File: src/tps_pkg.sv
// Shared constants, opcodes and state layout of the trippoint sequencer
package tps_pkg;

    ////////////////////////////////////////////////////////////////////////
    // Sizes
    localparam int TPS_NAX  = 8;      // Number of axes
    localparam int TPS_NSEQ = 2;      // Number of coordinated sequences
    localparam int TPS_NIN  = 48;     // Digital inputs incl. extended
    localparam int TPS_PW   = 32;     // Position and count width

    ////////////////////////////////////////////////////////////////////////
    // Values
    localparam logic [7:0]  TPS_STOP_SETTLE = 8'h63;   // Stop code 99
    localparam logic [31:0] TPS_IN_FIRST    = 32'h1;   // Lowest input
    localparam logic [31:0] TPS_IN_LAST     = 32'h30;  // Highest input 48
    localparam logic [31:0] TPS_ONE         = 32'h1;   // Counter step
    localparam logic [31:0] TPS_RST_W       = 32'h0;   // Word reset value
    localparam logic [7:0]  TPS_RST_B       = 8'h0;    // Byte reset value

    ////////////////////////////////////////////////////////////////////////
    // Wait instructions
    typedef enum logic [3:0] {
        TPS_OP_MOTION_DONE,   // wait_motion_done
        TPS_OP_REL_DIST,      // wait_rel_distance
        TPS_OP_INCR_DIST,     // wait_incr_distance
        TPS_OP_ABS_POS,       // wait_abs_position
        TPS_OP_FWD_CROSS,     // wait_fwd_crossing
        TPS_OP_REV_CROSS,     // wait_rev_crossing
        TPS_OP_IN_POS,        // wait_in_position
        TPS_OP_INPUT,         // hold_input_level
        TPS_OP_SLEW,          // hold_slew_speed
        TPS_OP_REF_TIME,      // hold_ref_time
        TPS_OP_PATH,          // hold_path_distance
        TPS_OP_ELAPSED        // hold_elapsed_time
    } tps_op_t;

    // Sequencer wait state
    typedef enum logic {
        TPS_IDLE,
        TPS_WAIT
    } tps_st_t;

    // Whole state of the block
    typedef struct packed {
        tps_st_t              st;        // Idle or waiting
        tps_op_t              op;        // Pending wait kind
        logic [2:0]           axis;      // Single axis index
        logic [TPS_NAX-1:0]   axes;      // Axis mask
        logic [TPS_NSEQ-1:0]  seqs;      // Sequence mask
        logic [5:0]           inIdx;     // Input index, zero based
        logic signed [31:0]   target;    // Trip point
        logic                 dirUp;     // Upward compare / level high
        logic                 useAux;    // Watch auxiliary input
        logic                 unitSmp;   // Samples instead of ms
        logic [31:0]          cnt;       // Delay or settle counter
        logic signed [31:0]   refPos;    // Incremental reference
        logic [2:0]           refAxis;   // Axis of reference
        logic                 refValid;  // Reference present
        logic [31:0]          refMs;     // Time reference, ms
        logic [31:0]          refSmp;    // Time reference, samples
        logic [31:0]          msNow;     // Free ms counter
        logic [31:0]          smpNow;    // Free sample counter
        logic signed [31:0]   pathRef;   // Path distance reference
        logic [TPS_NIN-1:0]   dinMeta;   // Input sync stage 1
        logic [TPS_NIN-1:0]   dinSync;   // Input sync stage 2
        logic                 trip;      // Release pulse
        logic                 err;       // Command error pulse
        logic                 tout;      // Settle timeout pulse
        logic [7:0]           stopCode;  // Axis stop code
        logic [2:0]           stopAxis;  // Axis of stop code
        logic                 rmErr;     // relative_move refused
        logic                 rmOk;      // relative_move accepted
    } tps_state_t;

endpackage : tps_pkg

File: src/tps_trippoint_sequencer.sv
// Wait-condition unit that stalls the program sequencer until a trip
//
// What this block does
// Stall sequencer until decoded wait condition trips
// Motion done on listed axes; none means all
// Commanded position reaches relative distance from start
// Distance accumulates since previous incremental reference
// Single axis reaches given absolute position
// Forward crossing trips, immediately if already beyond
// Reverse crossing trips, immediately if already past
// In position, or timeout sets code 99, branch
// Signed input number waits for high or low
// Listed axes or sequences reach slew speed
// Reference time load, wait, or wait then advance
// Distance travelled along coordinated path
// Delay in milliseconds or servo samples
// Conditions checked once per servo sample
// Refuse relative_move while axis still moving
// Release in first sample condition holds
// Several axes on single-axis wait is error
`timescale 1ns/1ps
`default_nettype none

module tps_trippoint_sequencer
    import tps_pkg::*;
(
    input  wire logic                     sys_clk,      // Clock 125 MHz
    input  wire logic                     arst_n,       // Async reset
    input  wire logic                     sampleTick,   // Servo sample
    input  wire logic                     msTick,       // Millisecond
    input  wire logic                     instValid,    // Wait decoded
    input  wire tps_op_t                  instOp,       // Wait kind
    input  wire logic [TPS_NAX-1:0]       instAxes,     // Axis selector
    input  wire logic [TPS_NSEQ-1:0]      instSeqs,     // Sequence sel
    input  wire logic signed [31:0]       instArg,      // Argument n
    input  wire logic                     instUnit,     // m: 1=samples
    input  wire logic                     instAux,      // Aux encoder
    output logic                          instReady,    // Can take wait
    output logic                          holdSeq,      // Stall sequencer
    output logic                          tripDone,     // Wait released
    output logic                          cmdErr,       // Command error
    output logic                          settleTout,   // Timeout event
    output logic                          branchHandler,// Go to handler
    output logic [7:0]                    stopCode,     // Stop code
    output logic [2:0]                    stopAxis,     // Stop code axis
    input  wire logic [TPS_NAX-1:0][31:0] cmdPos,       // Commanded pos
    input  wire logic [TPS_NAX-1:0][31:0] encPos,       // Encoder pos
    input  wire logic [TPS_NAX-1:0][31:0] auxPos,       // Aux encoder
    input  wire logic [TPS_NAX-1:0][31:0] moveStart,    // Move start pos
    input  wire logic [TPS_NAX-1:0]       axisDone,     // Profile done
    input  wire logic [TPS_NAX-1:0]       axisMoving,   // Axis moving
    input  wire logic [TPS_NAX-1:0]       atSlew,       // At slew speed
    input  wire logic [TPS_NSEQ-1:0]      seqDone,      // Sequence done
    input  wire logic [TPS_NSEQ-1:0]      seqAtSlew,    // Seq at speed
    input  wire logic signed [31:0]       pathDist,     // Path travelled
    input  wire logic                     pathRestart,  // New sequence
    input  wire logic [31:0]              settleLimit,  // Samples, 0=off
    input  wire logic [TPS_NIN-1:0]       din,          // Input pins
    input  wire logic                     rmValid,      // relative_move
    input  wire logic [TPS_NAX-1:0]       rmAxes,       // Its axes
    output logic                          rmErr,        // Refused
    output logic                          rmOk          // Accepted
);

    ////////////////////////////////////////////////////////////////////////
    // Helpers

    // Index of the lowest set axis bit
    function automatic logic [2:0] axisIndex(input logic [7:0] m);
        logic [2:0] idx;
        idx = 3'h0;
        for (int i = TPS_NAX - 1; i >= 0; i--) begin
            if (m[i]) begin
                idx = i[2:0];
            end
        end
        return idx;
    endfunction : axisIndex

    tps_state_t         r;          // Registered state
    tps_state_t         n;          // Next state
    logic [2:0]         newAx;      // Selected axis of request
    logic               singleOp;   // Request wants one axis
    logic               badReq;     // Request is a command error
    logic signed [31:0] absArg;     // Magnitude of argument
    logic signed [31:0] incBase;    // Base for incremental distance
    logic signed [31:0] curCmd;     // Commanded pos of pending axis
    logic signed [31:0] curObs;     // Watched pos for crossings
    logic signed [31:0] curEnc;     // Encoder pos of pending axis
    logic               reach;      // Commanded pos at trip point
    logic               encReach;   // Encoder at commanded pos
    logic [31:0]        elapsed;    // Time since reference
    logic               cond;       // Pending condition holds
    logic               unitTick;   // Tick of chosen time unit

    ////////////////////////////////////////////////////////////////////////
    // Request decode
    always_comb begin
        newAx    = axisIndex(instAxes);
        singleOp = instOp inside {TPS_OP_REL_DIST, TPS_OP_INCR_DIST,
                                  TPS_OP_ABS_POS, TPS_OP_FWD_CROSS,
                                  TPS_OP_REV_CROSS, TPS_OP_IN_POS};
        absArg   = instArg[31] ? -instArg : instArg;
        // Several or no axes on a single-axis wait
        badReq   = singleOp && !$onehot(instAxes);
        if (instOp == TPS_OP_INPUT) begin
            // Input number out of range or zero
            badReq = (absArg < $signed(TPS_IN_FIRST)) ||
                     (absArg > $signed(TPS_IN_LAST));
        end
        if (instOp == TPS_OP_SLEW) begin
            badReq = (instAxes == '0) && (instSeqs == '0);
        end
        // Continue from previous reference on same axis
        incBase = (r.refValid && r.refAxis == newAx) ? r.refPos
                : $signed(moveStart[newAx]);
    end

    ////////////////////////////////////////////////////////////////////////
    // Condition evaluation of the pending wait
    always_comb begin
        curCmd   = $signed(cmdPos[r.axis]);
        curEnc   = $signed(encPos[r.axis]);
        curObs   = r.useAux ? $signed(auxPos[r.axis]) : curCmd;
        reach    = r.dirUp ? (curCmd >= r.target) : (curCmd <= r.target);
        encReach = r.dirUp ? (curEnc >= $signed(cmdPos[r.axis]))
                           : (curEnc <= $signed(cmdPos[r.axis]));
        elapsed  = r.unitSmp ? (r.smpNow - r.refSmp) : (r.msNow - r.refMs);
        unitTick = r.unitSmp ? sampleTick : msTick;
        case (r.op)
            TPS_OP_MOTION_DONE: begin
                cond = &(axisDone | ~r.axes) &&
                       &(seqDone | ~r.seqs);
            end
            TPS_OP_REL_DIST,
            TPS_OP_INCR_DIST,
            TPS_OP_ABS_POS: begin
                cond = reach;
            end
            TPS_OP_FWD_CROSS: begin
                cond = curObs >= r.target;
            end
            TPS_OP_REV_CROSS: begin
                cond = curObs <= r.target;
            end
            TPS_OP_IN_POS: begin
                cond = axisDone[r.axis] && encReach;
            end
            TPS_OP_INPUT: begin
                cond = r.dinSync[r.inIdx] == r.dirUp;
            end
            TPS_OP_SLEW: begin
                cond = &(atSlew | ~r.axes) &&
                       &(seqAtSlew | ~r.seqs);
            end
            TPS_OP_REF_TIME: begin
                cond = elapsed >= r.target;
            end
            TPS_OP_PATH: begin
                cond = pathDist >= r.target;
            end
            TPS_OP_ELAPSED: begin
                cond = r.cnt == TPS_RST_W;
            end
            default: begin
                cond = 1'b0;
            end
        endcase
    end

    ////////////////////////////////////////////////////////////////////////
    // Next state
    always_comb begin
        n       = r;
        n.trip  = 1'b0;
        n.err   = 1'b0;
        n.tout  = 1'b0;
        // Input pins pass two flops before use
        n.dinMeta = din;
        n.dinSync = r.dinMeta;
        // Free-running time bases
        if (msTick) begin
            n.msNow = r.msNow + TPS_ONE;
        end
        if (sampleTick) begin
            n.smpNow = r.smpNow + TPS_ONE;
        end
        if (pathRestart) begin
            n.pathRef = TPS_RST_W;
        end
        // Move request while axis still busy is refused
        n.rmErr = rmValid && |(rmAxes & axisMoving);
        n.rmOk  = rmValid && !(|(rmAxes & axisMoving));
        case (r.st)
            TPS_IDLE: begin
                if (instValid && badReq) begin
                    n.err = 1'b1;
                end else if (instValid) begin
                    n.st      = TPS_WAIT;
                    n.op      = instOp;
                    n.axis    = newAx;
                    n.axes    = instAxes;
                    n.seqs    = instSeqs;
                    n.useAux  = instAux;
                    n.unitSmp = instUnit;
                    n.target  = instArg;
                    n.dirUp   = !instArg[31];
                    n.inIdx   = 6'(absArg - $signed(TPS_IN_FIRST));
                    n.cnt     = TPS_RST_W;
                    case (instOp)
                        TPS_OP_MOTION_DONE: begin
                            // Empty selector means everything
                            if (instAxes == '0 && instSeqs == '0) begin
                                n.axes = '1;
                                n.seqs = '1;
                            end
                        end
                        TPS_OP_REL_DIST: begin
                            n.target = $signed(moveStart[newAx]) + instArg;
                        end
                        TPS_OP_INCR_DIST: begin
                            n.target = incBase + instArg;
                        end
                        TPS_OP_ABS_POS: begin
                            n.dirUp = instArg >= $signed(cmdPos[newAx]);
                        end
                        TPS_OP_REF_TIME: begin
                            n.target = absArg;
                            if (instArg == TPS_RST_W) begin
                                // Load reference, no wait
                                n.st     = TPS_IDLE;
                                n.refMs  = r.msNow;
                                n.refSmp = r.smpNow;
                                n.trip   = 1'b1;
                            end
                        end
                        TPS_OP_PATH: begin
                            n.target = r.pathRef + instArg;
                        end
                        TPS_OP_ELAPSED: begin
                            n.cnt = instArg[31] ? TPS_RST_W : instArg;
                        end
                        default: begin
                        end
                    endcase
                end
            end
            TPS_WAIT: begin
                if (r.op == TPS_OP_ELAPSED && unitTick &&
                    r.cnt != TPS_RST_W) begin
                    n.cnt = r.cnt - TPS_ONE;
                end
                if (r.op == TPS_OP_IN_POS && sampleTick &&
                    axisDone[r.axis]) begin
                    n.cnt = r.cnt + TPS_ONE;
                end
                // Conditions only looked at on a servo sample
                if (sampleTick && cond) begin
                    n.st   = TPS_IDLE;
                    n.trip = 1'b1;
                    if (r.op inside {TPS_OP_REL_DIST, TPS_OP_INCR_DIST}) begin
                        n.refPos   = r.target;
                        n.refAxis  = r.axis;
                        n.refValid = 1'b1;
                    end
                    if (r.op == TPS_OP_REF_TIME && !r.dirUp) begin
                        // Negative form moves reference on
                        if (r.unitSmp) begin
                            n.refSmp = r.refSmp + r.target;
                        end else begin
                            n.refMs = r.refMs + r.target;
                        end
                    end
                    if (r.op == TPS_OP_PATH) begin
                        n.pathRef = r.target;
                    end
                end else if (sampleTick && r.op == TPS_OP_IN_POS &&
                             axisDone[r.axis] && settleLimit != TPS_RST_W &&
                             r.cnt + TPS_ONE >= settleLimit) begin
                    // Settle timeout clears the wait
                    n.st       = TPS_IDLE;
                    n.tout     = 1'b1;
                    n.stopCode = TPS_STOP_SETTLE;
                    n.stopAxis = r.axis;
                end
            end
            default: begin
                n.st = TPS_IDLE;
            end
        endcase
    end

    ////////////////////////////////////////////////////////////////////////
    // State register
    always_ff @(posedge sys_clk or negedge arst_n) begin
        if (!arst_n) begin
            r          <= '0;
            r.st       <= TPS_IDLE;
            r.stopCode <= TPS_RST_B;
        end else begin
            r <= n;
        end
    end

    ////////////////////////////////////////////////////////////////////////
    // Outputs
    assign instReady     = r.st == TPS_IDLE;
    assign holdSeq       = r.st == TPS_WAIT;
    assign tripDone      = r.trip;
    assign cmdErr        = r.err;
    assign settleTout    = r.tout;
    assign branchHandler = r.tout;
    assign stopCode      = r.stopCode;
    assign stopAxis      = r.stopAxis;
    assign rmErr         = r.rmErr;
    assign rmOk          = r.rmOk;
endmodule : tps_trippoint_sequencer

`default_nettype wire

File: config.mk
export PLATFORM = sky130hd
export DESIGN_NAME = tps_trippoint_sequencer
export DESIGN_NICKNAME = d
export VERILOG_FILES = /design/src/tps_pkg.sv /design/src/tps_trippoint_sequencer.sv
export SDC_FILE = /design/constraint.sdc
export NUM_CORES = 2
export LEC_CHECK = 0
export CAP_MARGIN = 20
export CORE_AREA = 2 2 485 487
export CTS_CLUSTER_DIAMETER = 150
export DETAILED_ROUTE_END_ITERATION = 10
export DIE_AREA = 0 0 487 489
export DONT_BUFFER_PORTS = 1
export GPL_ROUTABILITY_DRIVEN = 0
export PLACE_DENSITY_LB_ADDON = 0.15
export SETUP_SLACK_MARGIN = 0.3
export SLEW_MARGIN = 25
export SYNTH_ARGS = -nofsm -noshare
export SYNTH_HDL_FRONTEND = slang
export SYNTH_SLANG_ARGS = --single-unit
File: constraint.sdc
create_clock -name sys_clk -period 13.3 [get_ports sys_clk]
set_clock_uncertainty 0.05 [all_clocks]
set_input_delay 1.33 -clock sys_clk [delete_from_list [all_inputs] [get_ports sys_clk]]
set_output_delay 1.33 -clock sys_clk [all_outputs]
set_load 0.05 [all_outputs]
# After elaboration in Yosys (flattened, before gate mapping)

Cells that the tools add are included.

Register bits after elaboration: 392
Input bits: 1227
Output and inout bits: 19
Logic and storage cells: 223

Add/subtract/negate cells: 20
$lt $le $gt $ge: 15
Equality and inequality tests: 34
Mux-type cells: 72
Bitwise operators: 10
Reduce and logical (&&, ||, !) cells: 44

Operators by type and width:

| operator                                                                         | number |
|---|---|
| 32-bit two-way mux                                                               | 17 |
| 32-bit binary-select mux with 3-bit select                                       | 5 |
| 64-bit two-way mux                                                               | 6 |
| 32-bit greater-or-equal comparator                                               | 7 |
| 91-bit two-way mux                                                               | 2 |
| 32-bit adder                                                                     | 5 |
| 32-bit case mux with 4 select lines                                              | 1 |
| 64-bit case mux with 2 select lines                                              | 1 |
| 32-bit by 1-bit adder with 32-bit output, second input constant                  | 3 |
| 32-bit <= comparator                                                             | 3 |
| 32-bit logical NOT                                                               | 2 |
| 32-bit case mux with 2 select lines                                              | 1 |
| 32-bit nonzero test                                                              | 2 |
| 32-bit subtractor                                                                | 2 |
| 31-bit two-way mux                                                               | 2 |
| 12-bit two-way mux                                                               | 3 |
| 4-bit by 3-bit == test with 1-bit output, second input constant                  | 8 |
| 4-bit == test, second input constant                                             | 8 |
| 32-bit by 7-bit greater-than comparator with 1-bit output, second input constant | 1 |
| 32-bit by 2-bit less-than comparator with 1-bit output, second input constant    | 1 |
| 32-bit negation                                                                  | 1 |
| 32-bit by 1-bit subtractor with 32-bit output, second input constant             | 1 |
| 3-bit two-way mux                                                                | 8 |
| 10-bit two-way mux                                                               | 2 |
| other kinds (38)                                                                 | 103 |

# Depth between registers and ports, before layout

Word-level depth: 16
Mapped depth: 28
Gate-level depth less buffers: 26

# Worst setup path after synthesis

OpenSTA, ideal clock, no wires.

Kind: register to register
Start point: reg r[144] in the netlist's numbering
End point: reg r[208] in the netlist's numbering
Setup time: 0.125 ns
Data arrival time: 5.995 ns
Required time: 13.125 ns
Setup slack: 7.131 ns
Cell stages (with the launch flop): 27
Buffers on the path: 1
Period minus slack after synthesis: 6.169 ns
Cell sequence: dfrtp_1 -> inv_1 -> ha_1 -> inv_1 -> fa_1 -> a21o_1 -> a2111o_1 -> a41o_1 -> a21oi_1 -> o31ai_1 -> a31o_2 -> a221oi_1 -> a21oi_1 -> and3b_1 -> o31ai_1 -> o21ai_0 -> ha_1 -> a2111oi_0 -> o21ai_0 -> a211oi_1 -> o311ai_0 -> a211oi_1 -> a41oi_2 -> nor3_1 -> nor3_1 -> buf_2 -> mux2_2

Longest elaborated chain between the ends: 7
Elaborated cells between the ends (all ways): 12
Those cells by class: add/sub (1); order compare (1); eq/ne (1); mux (7); reduce/logical (2)

RTL lines:

| element                                                           | line                           | RTL |
|---|---|---|
| from (decl)                                                       | tps_trippoint_sequencer.sv:80  | `tps_state_t r;` |
| from (signal assigned)                                            | tps_trippoint_sequencer.sv:301 | `r <= n;` |
| 32-bit subtractor                                                 | tps_trippoint_sequencer.sv:128 | `elapsed = r.unitSmp ? (r.smpNow - r.refSmp) : (r.msNow - r.refMs);` |
| 32-bit two-way mux                                                | tps_trippoint_sequencer.sv:128 |  |
| 32-bit greater-or-equal comparator                                | tps_trippoint_sequencer.sv:157 | `cond = elapsed >= r.target;` |
| 1-bit case mux with 10 select lines                               | tps_trippoint_sequencer.sv:130 | `case (r.op)` |
| 1-bit logical AND                                                 | tps_trippoint_sequencer.sv:258 | `if (sampleTick && cond) begin` |
| 2-bit by 1-bit inequality test with 1-bit output (no source line) | n/a                            |  |
| 7-bit AND reduction (no source line)                              | n/a                            |  |

Parallel ways exist; a longest one is shown, timed or not. The select of a mux whose other input is x is not followed.
A chain may end at the register's enable or synchronous reset.

# Final worst setup path

Start point: reg r[391] in the netlist's numbering
End point: reg r[211] in the netlist's numbering

Longest elaborated chain between the ends: 9
Elaborated cells between the ends (all ways): 22
Those cells by class: order compare (6); eq/ne (1); mux (12); reduce/logical (3)

RTL lines:

| element                                                                           | line                                                           | RTL |
|---|---|---|
| 32-bit binary-select mux with 3-bit select, on equally long branches              | n/a                                                            |  |
| 32-bit two-way mux, on equally long branches                                      | n/a                                                            |  |
| 32-bit <= comparator / 32-bit greater-or-equal comparator (equally long branches) | tps_trippoint_sequencer.sv:127, tps_trippoint_sequencer.sv:126 |  |
| 1-bit two-way mux                                                                 | tps_trippoint_sequencer.sv:126                                 | `encReach = r.dirUp ? (curEnc >= $signed(cmdPos[r.axis]))` |
| 1-bit logical AND                                                                 | tps_trippoint_sequencer.sv:147                                 | `cond = axisDone[r.axis] && encReach;` |
| 1-bit case mux with 10 select lines (*)                                           | tps_trippoint_sequencer.sv:130                                 |  |
| 1-bit logical AND (*)                                                             | tps_trippoint_sequencer.sv:258                                 |  |
| 2-bit by 1-bit inequality test with 1-bit output (no source line) (*)             | n/a                                                            |  |
| 7-bit AND reduction (no source line) (*)                                          | n/a                                                            |  |

Mark *: on every way between the ends. The rest lies on a longest branch, timed or not. The select of a mux whose other input is x is not followed.

==> run_results.csv <==
group,metric,value,unit
clocking,clock_latency,660,ps
critical_path,critPathMaxStageDelay,830,ps
synthesis,synthTopCellsByArea,"dfrtp_1, ha_1, mux4_2",
die,core,0.234,sq mm
die,pin_count,1246,
clocking,root_buffer,"clkbuf_16",
hold_path,min_path_type,"reg -> reg",
synthesis,synthArstFlopShare,100,%
place,dp.cells,8010,
global_routing,grt_pass1_wl,372000,microns
clocking,cts_max_path_buffers,3,
die,rows,178,
critical_path,timing.rr.end,"r[211]",
job,max_cap_violations,0,
synthesis,synth-seq-cells,392,
critical_path,endpoint_kind,"flop",
clocking,numCtsBuffers,50,
die,die_h,489,microns
sta,max_freq,117,MHz
critical_path,start_kind,"flop",
die,die_area,0.238,sq mm
sta,timing_hold_violations_final,0,
layout,fin_cells,8370,
die,start_util,18.6,%
global_routing,antenna_found_initial,139,
power_and_ir_drop,leakagePower,20.4,nW
critical_path,rrSetupSlack,4750,ps
critical_path,path_depth,18,
layout,drive_above_1_share,11.4,%
sta,rsz0062_at_grt,"no",
critical_path,timing.rr.start,"r[391]",
synthesis,synth-edff-count,0,
place,place.detailed.hpwl,236000,microns
place,portBuffers,0,
synthesis,yosysSeqAreaShare,22.6,%
critical_path,critPathTopFamily,"simple AND/OR/NAND/NOR gates",
clocking,htreeDepth,2,
power_and_ir_drop,p_per_area,219,mW/mm^2
sta,finalCritPeriodShare,64.3,%
critical_path,cp-startpoint,"r[391]",
global_routing,globalRouteTotalUtil,22.8,%
layout,final_nets,6630,
clocking,cts-hold-fix-buffers,0,
synthesis,synth_top_flop_cell,"dfrtp_1",
clocking,cts_tree,"done",
critical_path,path_class,"reg -> reg",
global_routing,grt_pass1_vias,40600,
synthesis,ys_warn_count,0,
critical_path,crit_fanout,55,
power_and_ir_drop,ir_drop,118,uV
global_routing,grt_overflow,0,
layout,synthToLayoutAreaGrowth,13.4,%
sta,tns,0,ps
sta,final_max_slew_viol_count,0,
global_routing,grt_max_degree,393,
route,post-route-drc-count,0,
route,wl_per_cell,34.2,microns
critical_path,critPathBufInv,4,
die,die_w,487,microns
route,totalWireLength,287000,microns
synthesis,synth_top_area_share,22.6,%
synthesis,yosysTopAreaCell,"dfrtp_1",
critical_path,worstPathRequired,13780,ps
critical_path,cp_common_cell,"buf_4",
clocking,postCtsSetupRepairBufs,0,
synthesis,ys_types,85,
synthesis,synthCells,5193,
route,drtAntennaViolNets,0,
synthesis,synth_common_cells,"nand2_1, dfrtp_1, ha_1, a21oi_1, nand3_1",
critical_path,critical_path.cell_chain,"buf_4 -> buf_12 -> buf_4 -> mux4_2 -> mux2_2 -> ha_1 -> nand4_1 -> nor4_2 -> a21bo_2 -> o211ai_1 -> a21oi_1 -> xnor2_1 -> o21ai_1 -> a41oi_2 -> nor3_1 -> nor3_2 -> buf_4 -> mux2_2",
clocking,ctsResizeCount,0,
synthesis,syn_area,0.0435,sq mm
sta,setup_viol,0,
route,num_vias,42800,
clocking,clock_sinks,392,
sta,worstMarginPinSlew,1190,ps
sta,fin_crit,8550,ps
critical_path,reg2reg_depth,18,
route,drtIter0Drc,3952,
critical_path,endpoint,"r[211]",
critical_path,critPathArrivalTime,9030,ps
route,vias_per_cell,5.11,
route,first_pass_iters,5,
sta,relSlewSlack,20.4,%
synthesis,syn_area_per_cell,8.38,sq um
outcome,status,"finished clean",
synthesis,yosysMostFrequentCell,"nand2_1",
critical_path,crit_slowest_cell,"nor3_1",
clocking,path_clk_slew,60,ps
## logic make-up (layout without fill, tap and decap cells)
| logic type | after synthesis | in the layout | share of synthesized area [%] |
|---|---|---|---|
| compound gates | 1176 | 1176 | 17.1 |
| xor+xnor | 244 | 244 | 4.91 |
| fa+ha+maj | 397 | 397 | 11.6 |
| buf+inv | 585 | 437 | 5.35 |
| flops | 392 | 392 | 22.6 |
| mux | 513 | 513 | 18.3 |
| other cells | 1 | 266 | 0.00862 |
| simple gates | 1885 | 1885 | 20.2 |
## layer usage
metal  global-route usage [%]  vias up  routed length, microns
met5                        0        -                     161
met4                     13.3       26                   18600
met3                     5.35      459                   20100
met2                     37.4     1936                  135000
met1                     27.3    21300                  113000
li1                         -    19000                       -
## worst min path at each step
stage	depth (start not counted)	endpoint	from
after floorplan	0	r[16]	n[16]
after global placement	0	r[48]	n[48]
after detailed placement	0	r[43]	n[43]
after CTS	0	rmErr	arst_n
after global routing	0	n[31]	arst_n
final	0	r[41]	n[41]
## stage by stage
step	power (W)	hold slack, ps	area (sq um)	util (%)	worst slack (ps)
global route	0.0116	275	49200	21.1	4290
finish	0.0108	296	49300	21.1	4750
CTS	0.0109	266	48500	20.8	4400
floorplan	0.00656	281	43500	-	7130
detailed placement	0.00927	285	46700	20.0	4400
global placement	0.00923	283	46700	20.0	4080
## worst reg2reg max path: stages (launching register included)
cell and delay (ps):
dfrtp_4 810, buf_4 460, buf_12 410, buf_4 830
mux4_2 610, mux2_2 280, ha_1 340, nand4_1 120
nor4_2 640, a21bo_2 310, o211ai_1 350, a21oi_1 180
xnor2_1 160, o21ai_1 670, a41oi_2 300, nor3_1 830
nor3_2 300, buf_4 360, mux2_2 410
## placed cells by master, fill, tap and decap left out, types with 85 or more instances in the layout
| cell | instances |
|---|---|
| xor2_1 | 85 |
| a21o_1 | 97 |
| mux2i_1 | 177 |
| and3_1 | 92 |
| nand2_1 | 808 |
| xnor2_1 | 159 |
| a31oi_1 | 85 |
| o21ai_0 | 250 |
| buf_4 | 87 |
| nand3_1 | 295 |
| inv_1 | 245 |
| mux4_2 | 205 |
| ha_1 | 388 |
| mux2_2 | 99 |
| nor2_1 | 262 |
| a21oi_1 | 359 |
| diode_2 | 262 |
| dfrtp_1 | 385 |
## sequential cells by signal (all words and copies together), names as in the netlist
name           flops
stopAxis           3
r                334
cmdErr             1
rmErr              1
branchHandler      1
stopCode           1
n                 48
holdSeq            1
rmOk               1
tripDone           1
## report_power, final
part           internal [W]  switching, W  total, W  leakage, nW
combinational       0.00281       0.00437   0.00718         14.8
clock              0.000897      0.000639   0.00154        0.877
sequential          0.00149      0.000597   0.00209         4.71
total               0.00519       0.00561    0.0108         20.4
## layout make-up
class,count,area (sq um)
clock buffers,70,1440
multi-input cells,4219,31500
well taps,3060,3830
inverters,250,938
clock inverters,24,369
flip-flops and latches,392,9830
diodes,262,656
repair buffers,93,791
fillers,26100,184000
(Power assumes the default switching activity.)
